===== src/cps_regs.svh =====
// How it works
// - Three exclusive modes: charge, boost, high impedance
// - High impedance disables charge and boost entirely
// - Unconfigured device charges using register reset values
// - Unconfigured input limit follows otg_level: 100/500 mA
// - Safety timer and watchdog stay permanently disabled
// - No battery presence check at power-up
// - Input overvoltage: converter off, fault bits, pulse
// - Input overvoltage exit clears fault, resumes charging
// - Input power-on applies current sink to test adaptor
// - Input above minimum 30 ms: adaptor good, charge
// - Input dips: sink off, pulse, fault code 011
// - After bad adaptor, wait retry interval, retest
// - Sleep when input below battery plus offset
// - Sleep turns off blocking switch and converter
// - Input sag to dpm threshold reduces charge current
// - Weak-source flag set while dpm limits current
// - Battery overvoltage: converter off, fault bits, pulse
// - Battery overvoltage exit clears fault, resumes charging
// - Unconfigured after power-on until a host register write
// - Host mode input limit from control register bits
`ifndef CPS_REGS_SVH
`define CPS_REGS_SVH

// Register indices; byte address is four times the index
`define CPS_IDX_STAT     6'h00
`define CPS_IDX_CTRL     6'h01
`define CPS_IDX_SPEC     6'h05

// Status register fields
`define CPS_FAULT_MSB    2
`define CPS_FAULT_LSB    0
`define CPS_HOST_BIT     3
`define CPS_STATE_MSB    5
`define CPS_STATE_LSB    4
`define CPS_SLEEP_BIT    6
`define CPS_TIMER_BIT    7

// Control register fields and reset value
`define CPS_MODE_MSB     1
`define CPS_MODE_LSB     0
`define CPS_ILIM_MSB     7
`define CPS_ILIM_LSB     6
`define CPS_CTRL_RST     8'h00

// Special charger register field
`define CPS_WEAK_BIT     4

// Fault codes
`define CPS_FLT_NONE     3'h0
`define CPS_FLT_VOVP     3'h1
`define CPS_FLT_BAD      3'h3
`define CPS_FLT_BOVP     3'h4

// Mode field codes
`define CPS_MODE_CHG     2'h0
`define CPS_MODE_BOOST   2'h1
`define CPS_MODE_HIZ     2'h2

// Input limit codes: 100 mA, 500 mA
`define CPS_ILIM_100     2'h0
`define CPS_ILIM_500     2'h1

// Comparator input positions
`define CPS_IN_VOVP      0
`define CPS_IN_VOK       1
`define CPS_IN_SLP       2
`define CPS_IN_DPM       3
`define CPS_IN_BOVP      4
`define CPS_IN_VPRES     5
`define CPS_NIN          6

// Timing
`define CPS_CLK_KHZ      20000
`define CPS_ADAPT_MS     30
`define CPS_RETRY_MS     1000
`define CPS_PULSE_US     128

`endif


===== src/cps_pkg.sv =====
// Shared types for the supervisor
package cps_pkg;
	// Adaptor qualification and run states
	typedef enum logic [1:0] {ST_IDLE, ST_TEST, ST_RETRY, ST_RUN} cps_state_t;
	// Operating modes
	typedef enum logic [1:0] {MODE_CHARGE, MODE_BOOST, MODE_HIZ} cps_mode_t;
endpackage : cps_pkg


===== src/cps_fault_if.sv =====
`timescale 1ns/100ps
// Fault event carrier between supervisor and pulse generator
interface cps_fault_if;
	logic evt;    // One-cycle fault event
	logic busy;   // Pulse in progress
	logic pulse;  // Fault pulse level
	modport src (output evt, input busy, input pulse);
	modport gen (input evt, output busy, output pulse);
endinterface : cps_fault_if


===== src/cps_pulse.sv =====
`timescale 1ns/100ps
`include "cps_regs.svh"
// Fixed-length fault pulse generator
module cps_pulse #(
	parameter int PULSE_CYC = `CPS_PULSE_US * `CPS_CLK_KHZ / 1000
) (
	// Clock and reset
	input  wire logic core_clk,
	input  wire logic rstn,
	input  wire logic ce,
	// Fault events in, pulse out
	cps_fault_if.gen  f
);
	logic [15:0] cnt_r;    // Cycles elapsed in pulse
	logic        pulse_r;  // Pulse level
	wire         last = (cnt_r == 16'(PULSE_CYC - 1));

	assign f.pulse = pulse_r;
	assign f.busy  = pulse_r;

	// Events during a pulse are ignored so the pulse keeps its length
	always_ff @(posedge core_clk or negedge rstn)
	begin
		if (!rstn)
		begin
			pulse_r <= 1'b0;
			cnt_r   <= 16'h0000;
		end
		else if (ce)
		begin
			if (!pulse_r)
			begin
				pulse_r <= f.evt;
				cnt_r   <= 16'h0000;
			end
			else
			begin
				pulse_r <= !last;
				cnt_r   <= cnt_r + 16'h0001;
			end
		end
	end
endmodule : cps_pulse


===== src/cps_top.sv =====
`timescale 1ns/100ps
`include "cps_regs.svh"
// Charger protection supervisor
module cps_top #(
	parameter int ADAPT_CYC = `CPS_ADAPT_MS * `CPS_CLK_KHZ,   // Adaptor good time
	parameter int RETRY_CYC = `CPS_RETRY_MS * `CPS_CLK_KHZ,   // Bad adaptor retry delay
	parameter int PULSE_CYC = `CPS_PULSE_US * `CPS_CLK_KHZ / 1000,
	parameter int CNT_W     = 25                              // Qualification counter width
) (
	// Clock, reset, enable
	input  wire logic        core_clk,
	input  wire logic        rstn,
	input  wire logic        ce,
	// APB slave
	input  wire logic        psel,
	input  wire logic        penable,
	input  wire logic        pwrite,
	input  wire logic [7:0]  paddr,
	input  wire logic [31:0] pwdata,
	output logic             pready,
	output logic [31:0]      prdata,
	output logic             pslverr,
	// Analog comparator results
	input  wire logic        vbus_ovp,
	input  wire logic        vbus_ok,
	input  wire logic        vbus_below_sleep,
	input  wire logic        vbus_dpm,
	input  wire logic        bat_ovp,
	input  wire logic        vbus_present,
	// Pin levels
	input  wire logic        otg_level,
	// Power stage controls
	output logic             charge_en,
	output logic             boost_en,
	output logic             reverse_block_switch,
	output logic             sink_en,
	output logic             dpm_limit,
	output logic             hiz_active,
	output logic [1:0]       ilim_sel,
	// Status
	output logic             status_pin
);

	// Synchroniser stages
	logic [`CPS_NIN-1:0] meta_r;   // First stage, read only by second
	logic [`CPS_NIN-1:0] sync_r;   // Settled comparator levels
	logic [`CPS_NIN-1:0] prev_r;   // Previous settled levels for edges

	// Control state
	cps_pkg::cps_state_t state_r;  // Qualification state
	cps_pkg::cps_state_t state_nxt;
	logic [CNT_W-1:0]    cnt_r;    // Test and retry timer
	logic [CNT_W-1:0]    cnt_nxt;
	logic                host_r;   // Host has written a register
	logic [7:0]          ctrl_r;   // Mode and input limit
	logic                bad_r;    // Last adaptor test failed
	logic [31:0]         prdata_r; // Read data captured at setup

	// Comparator two-stage synchroniser; the first stage feeds nothing else
	always_ff @(posedge core_clk or negedge rstn)
	begin
		if (!rstn)
		begin
			meta_r <= '0;
			sync_r <= '0;
			prev_r <= '0;
		end
		else if (ce)
		begin
			meta_r <= {vbus_present, bat_ovp, vbus_dpm, vbus_below_sleep, vbus_ok, vbus_ovp};
			sync_r <= meta_r;
			prev_r <= sync_r;
		end
	end

	// Settled levels and their edges
	wire vovp_s  = sync_r[`CPS_IN_VOVP];
	wire vok_s   = sync_r[`CPS_IN_VOK];
	wire slp_s   = sync_r[`CPS_IN_SLP];
	wire dpm_s   = sync_r[`CPS_IN_DPM];
	wire bovp_s  = sync_r[`CPS_IN_BOVP];
	wire vpres_s = sync_r[`CPS_IN_VPRES];
	wire vovp_rise = vovp_s && !prev_r[`CPS_IN_VOVP];
	wire bovp_rise = bovp_s && !prev_r[`CPS_IN_BOVP];

	// Timer terminal counts
	wire test_done  = (cnt_r == CNT_W'(ADAPT_CYC - 1));
	wire retry_done = (cnt_r == CNT_W'(RETRY_CYC - 1));

	// Adaptor failure: input sagged under the sink
	wire bad_evt = (state_r == cps_pkg::ST_TEST) && vpres_s && !vok_s;

	// APB decode
	wire [5:0] idx      = paddr[7:2];
	wire       aligned  = (paddr[1:0] == 2'h0);
	wire       hit_stat = aligned && (idx == `CPS_IDX_STAT);
	wire       hit_ctrl = aligned && (idx == `CPS_IDX_CTRL);
	wire       hit_spec = aligned && (idx == `CPS_IDX_SPEC);
	wire       mapped   = hit_stat || hit_ctrl || hit_spec;
	wire       setup    = psel && !penable;
	wire       access   = psel && penable;
	wire       wr_ok    = access && pwrite && mapped;
	// Status is read only, so only the control register stores writes
	wire       wr_ctrl  = wr_ok && hit_ctrl;
	// An illegal mode code is refused, the previous mode is kept
	wire       mode_legal = (pwdata[`CPS_MODE_MSB:`CPS_MODE_LSB] != 2'h3);

	// Operating mode decode; exactly one mode is ever active
	wire [1:0] mode_fld = ctrl_r[`CPS_MODE_MSB:`CPS_MODE_LSB];
	cps_pkg::cps_mode_t mode;
	assign mode = (mode_fld == `CPS_MODE_BOOST) ? cps_pkg::MODE_BOOST :
	              (mode_fld == `CPS_MODE_HIZ)   ? cps_pkg::MODE_HIZ   :
	                                              cps_pkg::MODE_CHARGE;

	// Sleep: input above minimum but under battery plus offset
	wire sleep = vok_s && slp_s;
	// Either overvoltage stops the converter until its exit level
	wire ovp_any = vovp_s || bovp_s;
	// Charging is allowed once the adaptor passed and no fault or sleep holds
	wire run_ok  = (state_r == cps_pkg::ST_RUN) && !ovp_any && !sleep;

	// Fault code: overvoltage while present, else a stuck bad-adaptor flag
	wire [2:0] fault_code = vovp_s ? `CPS_FLT_VOVP :
	                        bovp_s ? `CPS_FLT_BOVP :
	                        bad_r  ? `CPS_FLT_BAD  : `CPS_FLT_NONE;

	// Power stage controls
	wire chg_w  = run_ok && (mode == cps_pkg::MODE_CHARGE);
	// Boost draws from the battery, so it needs no qualified adaptor
	wire bst_w  = (mode == cps_pkg::MODE_BOOST) && !ovp_any && !vpres_s;
	assign charge_en            = chg_w;
	assign boost_en             = bst_w;
	// Blocking switch opens in sleep so the battery cannot feed the input
	assign reverse_block_switch = (chg_w || bst_w) && !sleep;
	assign sink_en              = (state_r == cps_pkg::ST_TEST) && (mode != cps_pkg::MODE_HIZ);
	assign dpm_limit            = chg_w && dpm_s;
	assign hiz_active           = (mode == cps_pkg::MODE_HIZ);
	// Input limit follows the pin until a host takes over
	assign ilim_sel = host_r ? ctrl_r[`CPS_ILIM_MSB:`CPS_ILIM_LSB] :
	                  (otg_level ? `CPS_ILIM_500 : `CPS_ILIM_100);

	// Read data mux; the timer status bit is hard zero since no timer exists
	logic [7:0] stat_v;
	logic [7:0] spec_v;
	assign stat_v = {1'b0, sleep, state_r, host_r, fault_code};
	assign spec_v = {3'h0, dpm_limit, 4'h0};
	wire [31:0] rd_mux = hit_stat ? {24'h000000, stat_v} :
	                     hit_ctrl ? {24'h000000, ctrl_r} :
	                     hit_spec ? {24'h000000, spec_v} : 32'h00000000;

	// APB answers in the access cycle with no wait states
	assign pready  = 1'b1;
	assign pslverr = access && !mapped;
	assign prdata  = prdata_r;

	// Fault pulse generator
	cps_fault_if fif ();
	assign fif.evt = ce && (vovp_rise || bovp_rise || bad_evt);
	assign status_pin = fif.pulse;

	cps_pulse #(
		.PULSE_CYC (PULSE_CYC)
	) u_pulse (
		.core_clk (core_clk),
		.rstn     (rstn),
		.ce       (ce),
		.f        (fif)
	);

	// Qualification sequence next state
	always_comb
	begin
		state_nxt = state_r;
		cnt_nxt   = cnt_r + CNT_W'(1);
		unique case (state_r)
			cps_pkg::ST_IDLE:
			begin
				// Straight to the adaptor test; no battery check first
				cnt_nxt = '0;
				if (vpres_s)
					state_nxt = cps_pkg::ST_TEST;
			end
			cps_pkg::ST_TEST:
			begin
				if (!vpres_s)
					state_nxt = cps_pkg::ST_IDLE;
				else if (!vok_s)
				begin
					state_nxt = cps_pkg::ST_RETRY;
					cnt_nxt   = '0;
				end
				else if (test_done)
				begin
					state_nxt = cps_pkg::ST_RUN;
					cnt_nxt   = '0;
				end
			end
			cps_pkg::ST_RETRY:
			begin
				if (!vpres_s)
					state_nxt = cps_pkg::ST_IDLE;
				else if (retry_done)
				begin
					state_nxt = cps_pkg::ST_TEST;
					cnt_nxt   = '0;
				end
			end
			cps_pkg::ST_RUN:
			begin
				// Charging resumes by itself once faults clear
				cnt_nxt = '0;
				if (!vpres_s)
					state_nxt = cps_pkg::ST_IDLE;
			end
		endcase
	end

	// State and timer
	always_ff @(posedge core_clk or negedge rstn)
	begin
		if (!rstn)
		begin
			state_r <= cps_pkg::ST_IDLE;
			cnt_r   <= '0;
		end
		else if (ce)
		begin
			state_r <= state_nxt;
			cnt_r   <= cnt_nxt;
		end
	end

	// Bad adaptor flag: set on failure, cleared when a later test passes
	always_ff @(posedge core_clk or negedge rstn)
	begin
		if (!rstn)
			bad_r <= 1'b0;
		else if (ce)
		begin
			if (bad_evt)
				bad_r <= 1'b1;
			else if (state_r == cps_pkg::ST_TEST && test_done && vok_s)
				bad_r <= 1'b0;
		end
	end

	// Host mode latch: only power-on reset returns to unconfigured
	always_ff @(posedge core_clk or negedge rstn)
	begin
		if (!rstn)
			host_r <= 1'b0;
		else if (ce && wr_ok)
			host_r <= 1'b1;
	end

	// Control register holds reset values until the host writes it
	always_ff @(posedge core_clk or negedge rstn)
	begin
		if (!rstn)
			ctrl_r <= `CPS_CTRL_RST;
		else if (ce && wr_ctrl && mode_legal)
			ctrl_r <= pwdata[7:0];
	end

	// Read data captured in the setup cycle
	always_ff @(posedge core_clk or negedge rstn)
	begin
		if (!rstn)
			prdata_r <= 32'h00000000;
		else if (ce && setup && !pwrite)
			prdata_r <= rd_mux;
	end
endmodule : cps_top


===== config.mk =====
export PLATFORM = sky130hd
export DESIGN_NAME = cps_top
export DESIGN_NICKNAME = d
export VERILOG_FILES = /design/src/cps_pkg.sv /design/src/cps_fault_if.sv /design/src/cps_pulse.sv /design/src/cps_top.sv
export VERILOG_INCLUDE_DIRS = /design/src /design/src/src
export SDC_FILE = /design/constraint.sdc
export NUM_CORES = 1
export LEC_CHECK = 0
export ABC_AREA = 1
export BUFFER_PORTS_ARGS = -buffer_cell sky130_fd_sc_hd__buf_2
export CAP_MARGIN = 15
export CORE_UTILIZATION = 40
export CTS_CLUSTER_SIZE = 8
export DETAILED_ROUTE_END_ITERATION = 16
export GPL_TIMING_DRIVEN = 0
export PLACE_DENSITY_LB_ADDON = 0.3
export SETUP_SLACK_MARGIN = 0.4
export SLEW_MARGIN = 0
export SYNTH_ARGS = -nofsm -noshare
export SYNTH_HDL_FRONTEND = slang
export SYNTH_HIERARCHICAL = 1
export SYNTH_SLANG_ARGS = --single-unit

===== constraint.sdc =====
create_clock -name core_clk -period 2.1 [get_ports core_clk]
set_input_delay 0.21 -clock core_clk [delete_from_list [all_inputs] [get_ports core_clk]]
set_output_delay 0.21 -clock core_clk [all_outputs]
set_load 0.01 [all_outputs]

==> out/summary.txt, run 1 <==
run status = complete, no violations
Lkg Pwr = 3.13 nW
clock buffer count from CTS = 9
CP Data Required Time = 2.33 ns
core box area = 11000 sq um
TritonCTS clock tree = built
clk root buf = sky130_fd_sc_hd__clkbuf_16
final setup vio count = 0
slew of the pin with the lowest slew margin = 0.681 ns
unrepaired setup endpoints after global routing = true
delay contributed by the slowest stage of the critical path = 0.44 ns
dominant register cell in the synthesized netlist = sky130_fd_sc_hd__dfrtp_1
vertical die dimension = 109 um
worst reg2reg startpoint = cnt_r[3]
final wirelength = 10500 um
Post-synth EDFFs = 0
number of synthesis warnings = 6
time the worst path needs with I/O delays and setup = 1.73 ns
cell-by-cell listing of the critical path = nand2_1 > nor2_1 > nand2_1 > nor2_1 > nand3_1 > nor2_1 > nand2_1 > nand2_1 > nand2_1 > nand2_1 > inv_1
share of cells above drive strength 1 = 22.8%
effective utilization at floorplan = 41.7%
Crit Path Max Fanout = 5
maximum VDD drop = 590 uV
Max Cap Violations = 0
most frequent cell on the critical path = sky130_fd_sc_hd__nand2_1
slowest CP cell = sky130_fd_sc_hd__dfrtp_1
Clk Latency, worst-skew pair = 0.34 ns
maximum number of pins on one net before global-route repair = 53
WHS Endpoint = meta_r[0]
total instance count after detailed placement = 847
sum of net half-perimeters after detailed placement = 7490 um
unique cell type count in the Yosys netlist = 39
total grt overflow = 0
arrival time of data at the critical path endpoint = 1.96 ns
sort of element at the start of the critical path = flop
startpoint of the most critical hold path = vbus_ovp
via count of the first global-routing pass = 3916
area of the mapped netlist = 4600 sq um
CTS clk-pin slew, worst paths = 0.06 ns
number of iterations in the first detailed-routing pass = 5
type of the tightest min-delay check = in2reg
DRT iter0 DRCs = 257
post-route clock skew = 0.00838 ns
kind of critical path = reg2reg
post-layout net count = 793
Tcrit/Tclk final = 82.2%
CTS Buffer Depth = 2
global-route wire length before repair = 17800 um
proportion of synthesized flip-flops having asynchronous set or reset = 100%
Die Width = 109 um
critical path endpoint category = flop
drt wl/cell = 12.0 um
maximum frequency from static timing analysis = 579 MHz
cell count after synthesis = 638
headroom to the max-slew limit = 54.3%
clk sinks = 76
total global routing track utilization = 19.0%
internal reg-to-reg setup slack = 0.37 ns
number of diodes = 0
area enclosed by the die boundary = 11900 sq um
final instance count without filler cells = 881
capture instance of the worst register-to-register path = cnt_r[20]
synthesized flop and latch total = 76
post-DR vias/cell = 4.71
Buffers on Ports = 45
Pwr Density = 778 nW/um^2
hold depth = 3
gp weighted congestion = 0.854
area growth from synthesis to layout = 23.3%
top-level I/O count = 96
Worst R2R Path Depth = 11
H-tree depth reported by CTS = 3
remaining routing DRC violations = 0
mean cell area of the mapped netlist = 7.21 sq um
number of nets still failing antenna checks after routing = 0
fin. max-slew vios = 0
initial antenna violation count = 0
number of placement rows = 38
total number of vias = 4146
Setup Total Neg Slack = 0 ns
number of hold-slack violations in the final timing report = 0
portion of the post-synthesis area used by sequential elements = 41.3%
==> cell families after synthesis <==
group           synth area share [%]
simple gates                    33.9
buf+inv                         13.6
flops                           41.3
compound gates                  6.64
xor+xnor                        3.24
fa+ha+maj                       1.09
other cells                    0.163
==> layer usage <==
metal	part of all wire (%)	global-route usage, %	vias up
met2	48	31.4	91
met5	0	0	-
met1	47	24.5	1912
met4	1.2	6.29	0
met3	4.4	4.48	12
li1	-	-	2131
==> worst max path at each step <==
stage | from | end | slack, ns
after floorplan | cnt_r[0] | cnt_r[18] | 0.51
after global placement | cnt_r[0] | cnt_r[15] | 0.25
after detailed placement | cnt_r[0] | cnt_r[21] | 0.23
after CTS | cnt_r[17] | cnt_r[16] | 0.40
after global routing | cnt_r[23] | cnt_r[17] | 0.27
final | cnt_r[3] | cnt_r[20] | 0.37
==> power by group <==
| part | leakage (nW) | switching [mW] | internal (mW) |
|---|---|---|---|
| registers | 0.988 | 0.147 | 1.61 |
| logic | 1.98 | 0.545 | 0.396 |
| clock network | 0.162 | 0.612 | 1.11 |
==> layout make-up <==
| class | instances | area [sq um] |
|---|---|---|
| buffer | 37 | 262 |
| multi-input combinational | 453 | 2240 |
| fill | 1069 | 5360 |
| sequential | 76 | 1910 |
| timing repair buffer | 63 | 387 |
| clock buffer | 11 | 253 |
| tap | 140 | 175 |
| clock inverter | 5 | 81.3 |
| inverter | 96 | 365 |
==> layout by cell type (no fill, tap or decap), types with 4 or more instances in the layout <==
| master | synthesis | layout |
|---|---|---|
| sky130_fd_sc_hd__a21oi_1 | 21 | 21 |
| sky130_fd_sc_hd__buf_2 | 2 | 47 |
| sky130_fd_sc_hd__buf_4 | 28 | 43 |
| sky130_fd_sc_hd__clkbuf_1 | 4 | 4 |
| sky130_fd_sc_hd__clkbuf_16 | 0 | 9 |
| sky130_fd_sc_hd__conb_1 | 2 | 25 |
| sky130_fd_sc_hd__dfrtp_1 | 76 | 71 |
| sky130_fd_sc_hd__dfrtp_2 | 0 | 5 |
| sky130_fd_sc_hd__inv_1 | 93 | 88 |
| sky130_fd_sc_hd__inv_2 | 2 | 7 |
| sky130_fd_sc_hd__nand2_1 | 185 | 177 |
| sky130_fd_sc_hd__nand2_2 | 7 | 14 |
| sky130_fd_sc_hd__nand2_4 | 3 | 4 |
| sky130_fd_sc_hd__nand3_1 | 45 | 43 |
| sky130_fd_sc_hd__nand4_1 | 9 | 9 |
| sky130_fd_sc_hd__nor2_1 | 68 | 63 |
| sky130_fd_sc_hd__nor2_2 | 5 | 9 |
| sky130_fd_sc_hd__nor2_4 | 7 | 8 |
| sky130_fd_sc_hd__nor3_1 | 13 | 11 |
| sky130_fd_sc_hd__o21ai_0 | 22 | 21 |
| sky130_fd_sc_hd__xor2_1 | 16 | 16 |
==> through the flow <==
step           power [mW]  util [%]  instance area [sq um]  hold slack [ns]  worst slack (ns)
5_1_grt              4.68      51.4                   5670           0.0716             0.266
2_1_floorplan        2.28         -                   4690          -0.0856             0.513
4_1_cts              4.37      50.2                   5540           0.0686             0.396
3_3_place_gp         2.50      46.1                   5090            0.413             0.253
3_5_place_dp         2.54      46.4                   5120            0.150             0.234
6_report             4.42      51.4                   5670           0.0774             0.374
==> repair_timing <==
item / 4_1_cts / 5_1_grt
endpoints found under the hold margin: 24 / 0
gates cloned: 0 / 2
pin swaps: 2 / 4
resized for setup: 4 / 29
endpoints found under the setup margin: 20 / 27
hold buffers: 1 / 0
setup buffers: 8 / 7
==> flip-flops by register name, indices dropped and copies added, names as in the netlist <==
signal / flops
prdata: 8
host_r: 1
u_pulse/f.busy: 1
meta_r: 6
prev_r: 2
state_r: 2
cnt_r: 25
ctrl_r: 8
u_pulse/cnt_r: 16
bad_r: 1
sync_r: 6
==> synthesized netlist by cell type (all sizes together), types with 2 or more instances <==
master | instances | share of area, %
clkbuf | 4 | 0.33
dfrtp | 76 | 41
ha | 4 | 1.1
nand2 | 195 | 17
conb | 2 | 0.16
nor3 | 14 | 1.6
nand3 | 46 | 5.3
xor2 | 16 | 3.0
a211oi | 2 | 0.44
nor3b | 2 | 0.33
a21oi | 21 | 2.3
buf | 33 | 5.4
a31oi | 3 | 0.41
o21ai | 25 | 2.8
nor2 | 80 | 7.9
inv | 96 | 7.9
nand4 | 9 | 1.2
nand3b | 2 | 0.33
o2111ai | 2 | 0.38
==> critical path: cells and delay by family, from the launching register on <==
kind	cells	cell delay, ns
AND/OR/NAND/NOR	10	1.16
buffers and inverters	1	0.03
flip-flops	1	0.44
No activity file was read; power rests on OpenSTA's default activity.
==> run 2, diff against run 1 <==
==> constraint.sdc (replaced) <==
create_clock -name core_clk -period 1.7 [get_ports core_clk]
set_input_delay 0.17 -clock core_clk [delete_from_list [all_inputs] [get_ports core_clk]]
set_output_delay 0.17 -clock core_clk [all_outputs]
set_load 0.01 [all_outputs]
==> out/summary.txt, run 2 (synthesis results as in run 1) <==
global-route wire length before repair = 18400 um (+3.5%)
Max Cap Violations = 0 (unchanged)
maximum number of pins on one net before global-route repair = 52 (-1.9%)
total global routing track utilization = 19.9% (+0.83 points)
Layout Utilization = 55.4% (+3.9 points)
clock buffer count from CTS = 9 (unchanged)
number of iterations in the first detailed-routing pass = 5 (unchanged)
critical path endpoint category = flop
Tcrit/Tclk final = 103% (+21 points)
gp weighted congestion = 0.817 (-4.3%)
via count of the first global-routing pass = 4013 (+2.5%)
worst setup timing slack at the placement stage = -0.0399 ns (-0.274 ns)
CTS clk-pin slew, worst paths = 0.05 ns (about the same)
placed cell areas = 5150 sq um (+0.59%)
combinational fraction of design power = 26.9% (+5.6 points)
Lkg Pwr = 3.27 nW (+4.4%)
number of placement rows = 38 (unchanged)
drt wl/cell = 12.6 um (+5.0%)
number of hold-slack violations in the final timing report = 0 (unchanged)
CP Data Required Time = 1.93 ns (-0.40 ns)
Int Power = 3.83 mW (+23%)
switching power as a share of total power = 30.7% (+1.2 points)
time the worst path needs with I/O delays and setup = 1.76 ns (+0.0318 ns)
remaining routing DRC violations = 0 (unchanged)
least setup slack across all paths after layout = -0.0579 ns (-0.432 ns)
Die Width = 109 um (unchanged)
area enclosed by the die boundary = 11900 sq um (unchanged)
initial antenna violation count = 0 (unchanged)
violated checks = setup timing
Crit Path Max Fanout = 8 (+3)
headroom to the max-slew limit = 63.5% (+9.2 points)
clk root buf = sky130_fd_sc_hd__clkbuf_16
fin. max-slew vios = 0 (unchanged)
Flop pwr share = 39.1% (-0.7 points)
share of cells above drive strength 1 = 32.0% (+9.2 points)
final setup vio count = 19 (+19)
number of filler instances in the final layout = 1004 (-6.1%)
Buffers on Ports = 45 (unchanged)
number of nets still failing antenna checks after routing = 0 (unchanged)
post-route clock skew = 0.00476 ns (-0.00362 ns)
area growth from synthesis to layout = 32.7%
top-level I/O count = 96 (unchanged)
Clk Latency, worst-skew pair = 0.34 ns (about the same)
total number of vias = 4334 (+4.5%)
Largest register FFs = 25 (unchanged)
unrepaired setup endpoints after global routing = true
area occupied by registers = 1910 sq um (+0.13%)
kind of critical path = reg2reg
commonest non-fill, non-tap cells in the layout = sky130_fd_sc_hd__nand2_1 (160), sky130_fd_sc_hd__inv_1 (73), sky130_fd_sc_hd__dfrtp_1 (69)
Setup Total Neg Slack = -0.827 ns (-0.827 ns)
sort of element at the start of the critical path = flop
vertical die dimension = 109 um (unchanged)
H-tree depth reported by CTS = 3 (unchanged)
total grt overflow = 0 (unchanged)
CTS Buffer Depth = 2 (unchanged)
sum of net half-perimeters after detailed placement = 7450 um (-0.51%)
arrival time of data at the critical path endpoint = 1.99 ns (+0.03 ns)
post-DR vias/cell = 4.77 (+1.4%)
Psw = 1.70 mW (+30%)
final wirelength = 11400 um (+8.3%)
area occupied by multi-input gates = 2440 sq um (+8.9%)
number of diodes = 0 (unchanged)
final non-filler cell area = 6110 sq um (+7.6%)
post-layout net count = 821 (+3.5%)
Top reg by flops = cnt_r
type of the tightest min-delay check = in2reg
largest registers ranked by flip-flop count = cnt_r (25), u_pulse/cnt_r (16)
Pwr Density = 905 nW/um^2 (+16%)
core box area = 11000 sq um (unchanged)
maximum frequency from static timing analysis = 569 MHz (-1.8%)
TritonCTS clock tree = built
effective utilization at floorplan = 41.7% (unchanged)
part of the total power dissipated in the clock network = 34.0% (-4.9 points)
DRT iter0 DRCs = 335 (+30%)
clk sinks = 76 (unchanged)
maximum VDD drop = 626 uV (+6.0%)
slew of the pin with the lowest slew margin = 0.546 ns (-0.135 ns)
most common library cell in the layout ignoring fill and taps = sky130_fd_sc_hd__nand2_1
run status = finished, violations left
## run 2: changes by cell type in the layout (fill, tap and decap cells not counted), moves of 14 or more
cell | before | now
sky130_fd_sc_hd__nand2_1 | 177 | 160
sky130_fd_sc_hd__nand2_2 | 14 | 28
sky130_fd_sc_hd__buf_6 | 3 | 17
sky130_fd_sc_hd__inv_2 | 7 | 22
sky130_fd_sc_hd__inv_1 | 88 | 73
sky130_fd_sc_hd__buf_4 | 43 | 61
## run 2: final cells by class
class                      instances  share of cell area [%]
buffer                            37                    4.32
tap                              140                    2.87
multi-input combinational        452                    40.0
timing repair buffer              92                    10.9
clock inverter                     2                   0.574
clock buffer                      13                    4.10
sequential                        76                    31.3
inverter                          96                    5.98
## run 2: path summary, 6_finish.rpt
path	slack, ns	to	depth (start not counted)	startpoint
min reg2reg	0.47	meta_r[0]	2	meta_r[0]
max	-0.06	cnt_r[6]	12	cnt_r[5]
max in group asynchronous	0.81	cnt_r[12]	3	rstn
min in group asynchronous	0.29	u_pulse/cnt_r[8]	2	rstn
min	0.03	meta_r[2]	3	vbus_below_sleep
max reg2reg	-0.06	cnt_r[6]	12	cnt_r[5]
## run 2: through the flow
step | hold WS [ns] | instances | power, mW
2_1_floorplan | -0.126 | 661 | 2.84
3_3_place_gp | 0.374 | 846 | 3.13
3_5_place_dp | 0.118 | 847 | 3.16
4_1_cts | 0.0287 | 899 | 5.37
5_1_grt | 0.0455 | 908 | 5.81
6_report | 0.0334 | 908 | 5.52
## run 2: timing repair
item | in CTS | in global routing
cloned | 1 | 0
pin swaps | 18 | 12
buffers inserted | 35 | 9
setup endpoints to repair | 40 | 48
hold buffers | 1 | 0
endpoints found under the hold margin | 25 | 0
resized for setup | 55 | 56
## run 2: power groups by stage
stage                     registers (mW)  logic (mW)  clock network, mW
after floorplan                     2.17       0.673                  0
after global placement              2.19       0.938                  0
after detailed placement            2.19       0.973                  0
after CTS                           2.15        1.30               1.92
after global routing                2.18        1.63               2.01
final                               2.16        1.48               1.88
## run 2: critical path: stages (launching register included)
cell and delay [ns]:
sky130_fd_sc_hd__dfrtp_1 0.40, sky130_fd_sc_hd__nand2_1 0.14, sky130_fd_sc_hd__nor2_1 0.12, sky130_fd_sc_hd__nand2_1 0.08
sky130_fd_sc_hd__nor2_1 0.14, sky130_fd_sc_hd__nand2_2 0.10, sky130_fd_sc_hd__nand2_2 0.08, sky130_fd_sc_hd__nand2_2 0.07
sky130_fd_sc_hd__nand2_4 0.09, sky130_fd_sc_hd__nand3_4 0.15, sky130_fd_sc_hd__buf_4 0.19, sky130_fd_sc_hd__nand2_1 0.06
sky130_fd_sc_hd__inv_1 0.04
## run 2: routing by layer
metal	vias to the layer above	track usage [%]	part of all wire, %
li1	2189	-	-
met1	2030	25.3	45
met2	107	33.2	50
met3	8	5.26	4.9
met4	0	5.43	0.70
met5	-	0	0
==> run 3, diff against run 2 <==
--- a/config.mk
+++ b/config.mk
@@ -10,6 +10,7 @@
 export BUFFER_PORTS_ARGS = -buffer_cell sky130_fd_sc_hd__buf_2
 export CAP_MARGIN = 15
 export CORE_UTILIZATION = 40
+export CTS_BUF_LIST = sky130_fd_sc_hd__clkbuf_8
 export CTS_CLUSTER_SIZE = 8
 export DETAILED_ROUTE_END_ITERATION = 16
 export GPL_TIMING_DRIVEN = 0
==> out/summary.txt, run 3 (synthesis results as in run 1) <==
Largest register FFs = 25 (unchanged)
clk root buf = sky130_fd_sc_hd__clkbuf_8
drt wl/cell = 12.4 um (-1.3%)
least setup slack across all paths after layout = -0.0693 ns (-0.0114 ns)
vertical die dimension = 109 um (unchanged)
final instance count without filler cells = 905 (-0.33%)
CTS Buffer Depth = 2 (unchanged)
share of cells above drive strength 1 = 30.7% (-1.3 points)
post-layout net count = 818 (-0.37%)
TritonCTS clock tree = built
violated checks = setup timing
Die Width = 109 um (unchanged)
remaining routing DRC violations = 0 (unchanged)
gp weighted congestion = 0.817 (unchanged)
critical path endpoint category = flop
maximum number of pins on one net before global-route repair = 52 (unchanged)
total number of vias = 4314 (-0.46%)
maximum VDD drop = 539 uV (-14%)
final wirelength = 11200 um (-1.7%)
Psw = 1.63 mW (-3.9%)
switching power as a share of total power = 32.8% (+2.1 points)
final setup vio count = 21 (+2)
Setup Total Neg Slack = -1.10 ns (-0.275 ns)
post-DR vias/cell = 4.77 (-0.13%)
kind of critical path = reg2reg
number of iterations in the first detailed-routing pass = 5 (unchanged)
number of hold-slack violations in the final timing report = 0 (unchanged)
arrival time of data at the critical path endpoint = 2.02 ns (+0.03 ns)
combinational fraction of design power = 29.5% (+2.6 points)
total grt overflow = 0 (unchanged)
Tcrit/Tclk final = 104% (+0.67 points)
clk sinks = 76 (unchanged)
headroom to the max-slew limit = 63.2% (-0.26 points)
sum of net half-perimeters after detailed placement = 7450 um (unchanged)
part of the total power dissipated in the clock network = 27.0% (-7.0 points)
CP Data Required Time = 1.95 ns (+0.02 ns)
Flop pwr share = 43.5% (+4.4 points)
largest registers ranked by flip-flop count = cnt_r (25), u_pulse/cnt_r (16)
fin. max-slew vios = 0 (unchanged)
top-level I/O count = 96 (unchanged)
total global routing track utilization = 19.7% (-0.21 points)
area growth from synthesis to layout = 29.9%
internal reg-to-reg setup slack = -0.07 ns (about the same)
type of the tightest min-delay check = in2reg
effective utilization at floorplan = 41.7% (unchanged)
clock buffer count from CTS = 9 (unchanged)
run status = finished, violations left
Top reg by flops = cnt_r
Buffers on Ports = 45 (unchanged)
via count of the first global-routing pass = 4036 (+0.57%)
Crit Path Max Fanout = 8 (unchanged)
maximum frequency from static timing analysis = 565 MHz (-0.64%)
number of nets still failing antenna checks after routing = 0 (unchanged)
core box area = 11000 sq um (unchanged)
commonest non-fill, non-tap cells in the layout = sky130_fd_sc_hd__nand2_1 (164), sky130_fd_sc_hd__inv_1 (80), sky130_fd_sc_hd__dfrtp_1 (69)
DRT iter0 DRCs = 347 (+3.6%)
area enclosed by the die boundary = 11900 sq um (unchanged)
number of diodes = 0 (unchanged)
Max Cap Violations = 0 (unchanged)
CTS clk-pin slew, worst paths = 0.07 ns (+0.02 ns)
sort of element at the start of the critical path = flop
Lkg Pwr = 3.24 nW (-0.96%)
initial antenna violation count = 0 (unchanged)
unrepaired setup endpoints after global routing = true
final total power = 4.98 mW (-9.9%)
post-route clock skew = 0.00672 ns (+0.00196 ns)
Int Power = 3.35 mW (-13%)
global-route wire length before repair = 18200 um (-0.71%)
most common library cell in the layout ignoring fill and taps = sky130_fd_sc_hd__nand2_1
time the worst path needs with I/O delays and setup = 1.77 ns (+0.0114 ns)
H-tree depth reported by CTS = 3 (unchanged)
slew of the pin with the lowest slew margin = 0.550 ns (+0.00394 ns)
total instance count after detailed placement = 847 (unchanged)
Pwr Density = 832 nW/um^2 (-8.0%)
Clk Latency, worst-skew pair = 0.36 ns (+0.02 ns)
number of placement rows = 38 (unchanged)
-- run 3: critical path: stages (launching register included) --
cell	delay, ns
sky130_fd_sc_hd__dfrtp_1	0.41
sky130_fd_sc_hd__nand2_1	0.12
sky130_fd_sc_hd__nor2_1	0.16
sky130_fd_sc_hd__nand2_2	0.09
sky130_fd_sc_hd__nor2_1	0.10
sky130_fd_sc_hd__nand2_1	0.11
sky130_fd_sc_hd__nand2_2	0.10
sky130_fd_sc_hd__nand2_2	0.06
sky130_fd_sc_hd__nand2_4	0.08
sky130_fd_sc_hd__nand3_4	0.14
sky130_fd_sc_hd__buf_6	0.18
sky130_fd_sc_hd__nand2_1	0.06
sky130_fd_sc_hd__inv_1	0.03
-- run 3: per-stage QoR --
| step | hold WS [ns] | setup WS [ns] | area [sq um] | utilization (%) |
|---|---|---|---|---|
| floorplan | -0.126 | 0.231 | 4720 | - |
| global placement | 0.374 | -0.0816 | 5120 | 46.4 |
| detailed placement | 0.118 | -0.0399 | 5150 | 46.7 |
| CTS | 0.00381 | 0.0592 | 5800 | 52.6 |
| global route | 0.0169 | -0.125 | 5980 | 54.2 |
| finish | 0.0146 | -0.0693 | 5980 | 54.2 |
-- run 3: area by class of cell --
type | count | area [sq um]
Tap cell | 140 | 175
Clock buffer | 10 | 138
Buffer | 37 | 262
Timing Repair Buffer | 89 | 634
Inverter | 96 | 365
Sequential cell | 76 | 1910
Fill cell | 1019 | 5050
Multi-Input combinational cell | 452 | 2450
Clock inverter | 5 | 46.3
-- run 3: worst paths after layout --
check,cells past startpoint,startpoint,end
min reg2reg,2,meta_r[2],meta_r[2]
max,12,cnt_r[5],cnt_r[16]
max in group asynchronous,3,rstn,cnt_r[12]
min in group asynchronous,2,rstn,u_pulse/cnt_r[5]
min,3,vbus_below_sleep,meta_r[2]
max reg2reg,12,cnt_r[5],cnt_r[16]
-- run 3: what timing repair did --
item                                    CTS  global route
endpoints found under the setup margin   40            50
gates resized for setup                  58            45
pin swaps                                19            12
buffers inserted                         34             7
hold buffers                              1             0
gates cloned                              1             0
hold endpoints to repair                 25             0
-- run 3: layer usage --
metal  up-vias  track usage, %  wire [um]
met5         -               0          0
met3        16            5.20        540
li1       2177               -          -
met2       111            32.7       5530
met1      2010            24.7       5030
met4         0            6.38        126
-- run 3: power by group through the flow --
stage               Clock (mW)  Combinational (mW)  Sequential, mW
detailed placement           0               0.973            2.19
global placement             0               0.938            2.19
CTS                       1.38                1.28            2.14
finish                    1.34                1.47            2.17
floorplan                    0               0.673            2.17
global route              1.46                1.62            2.18
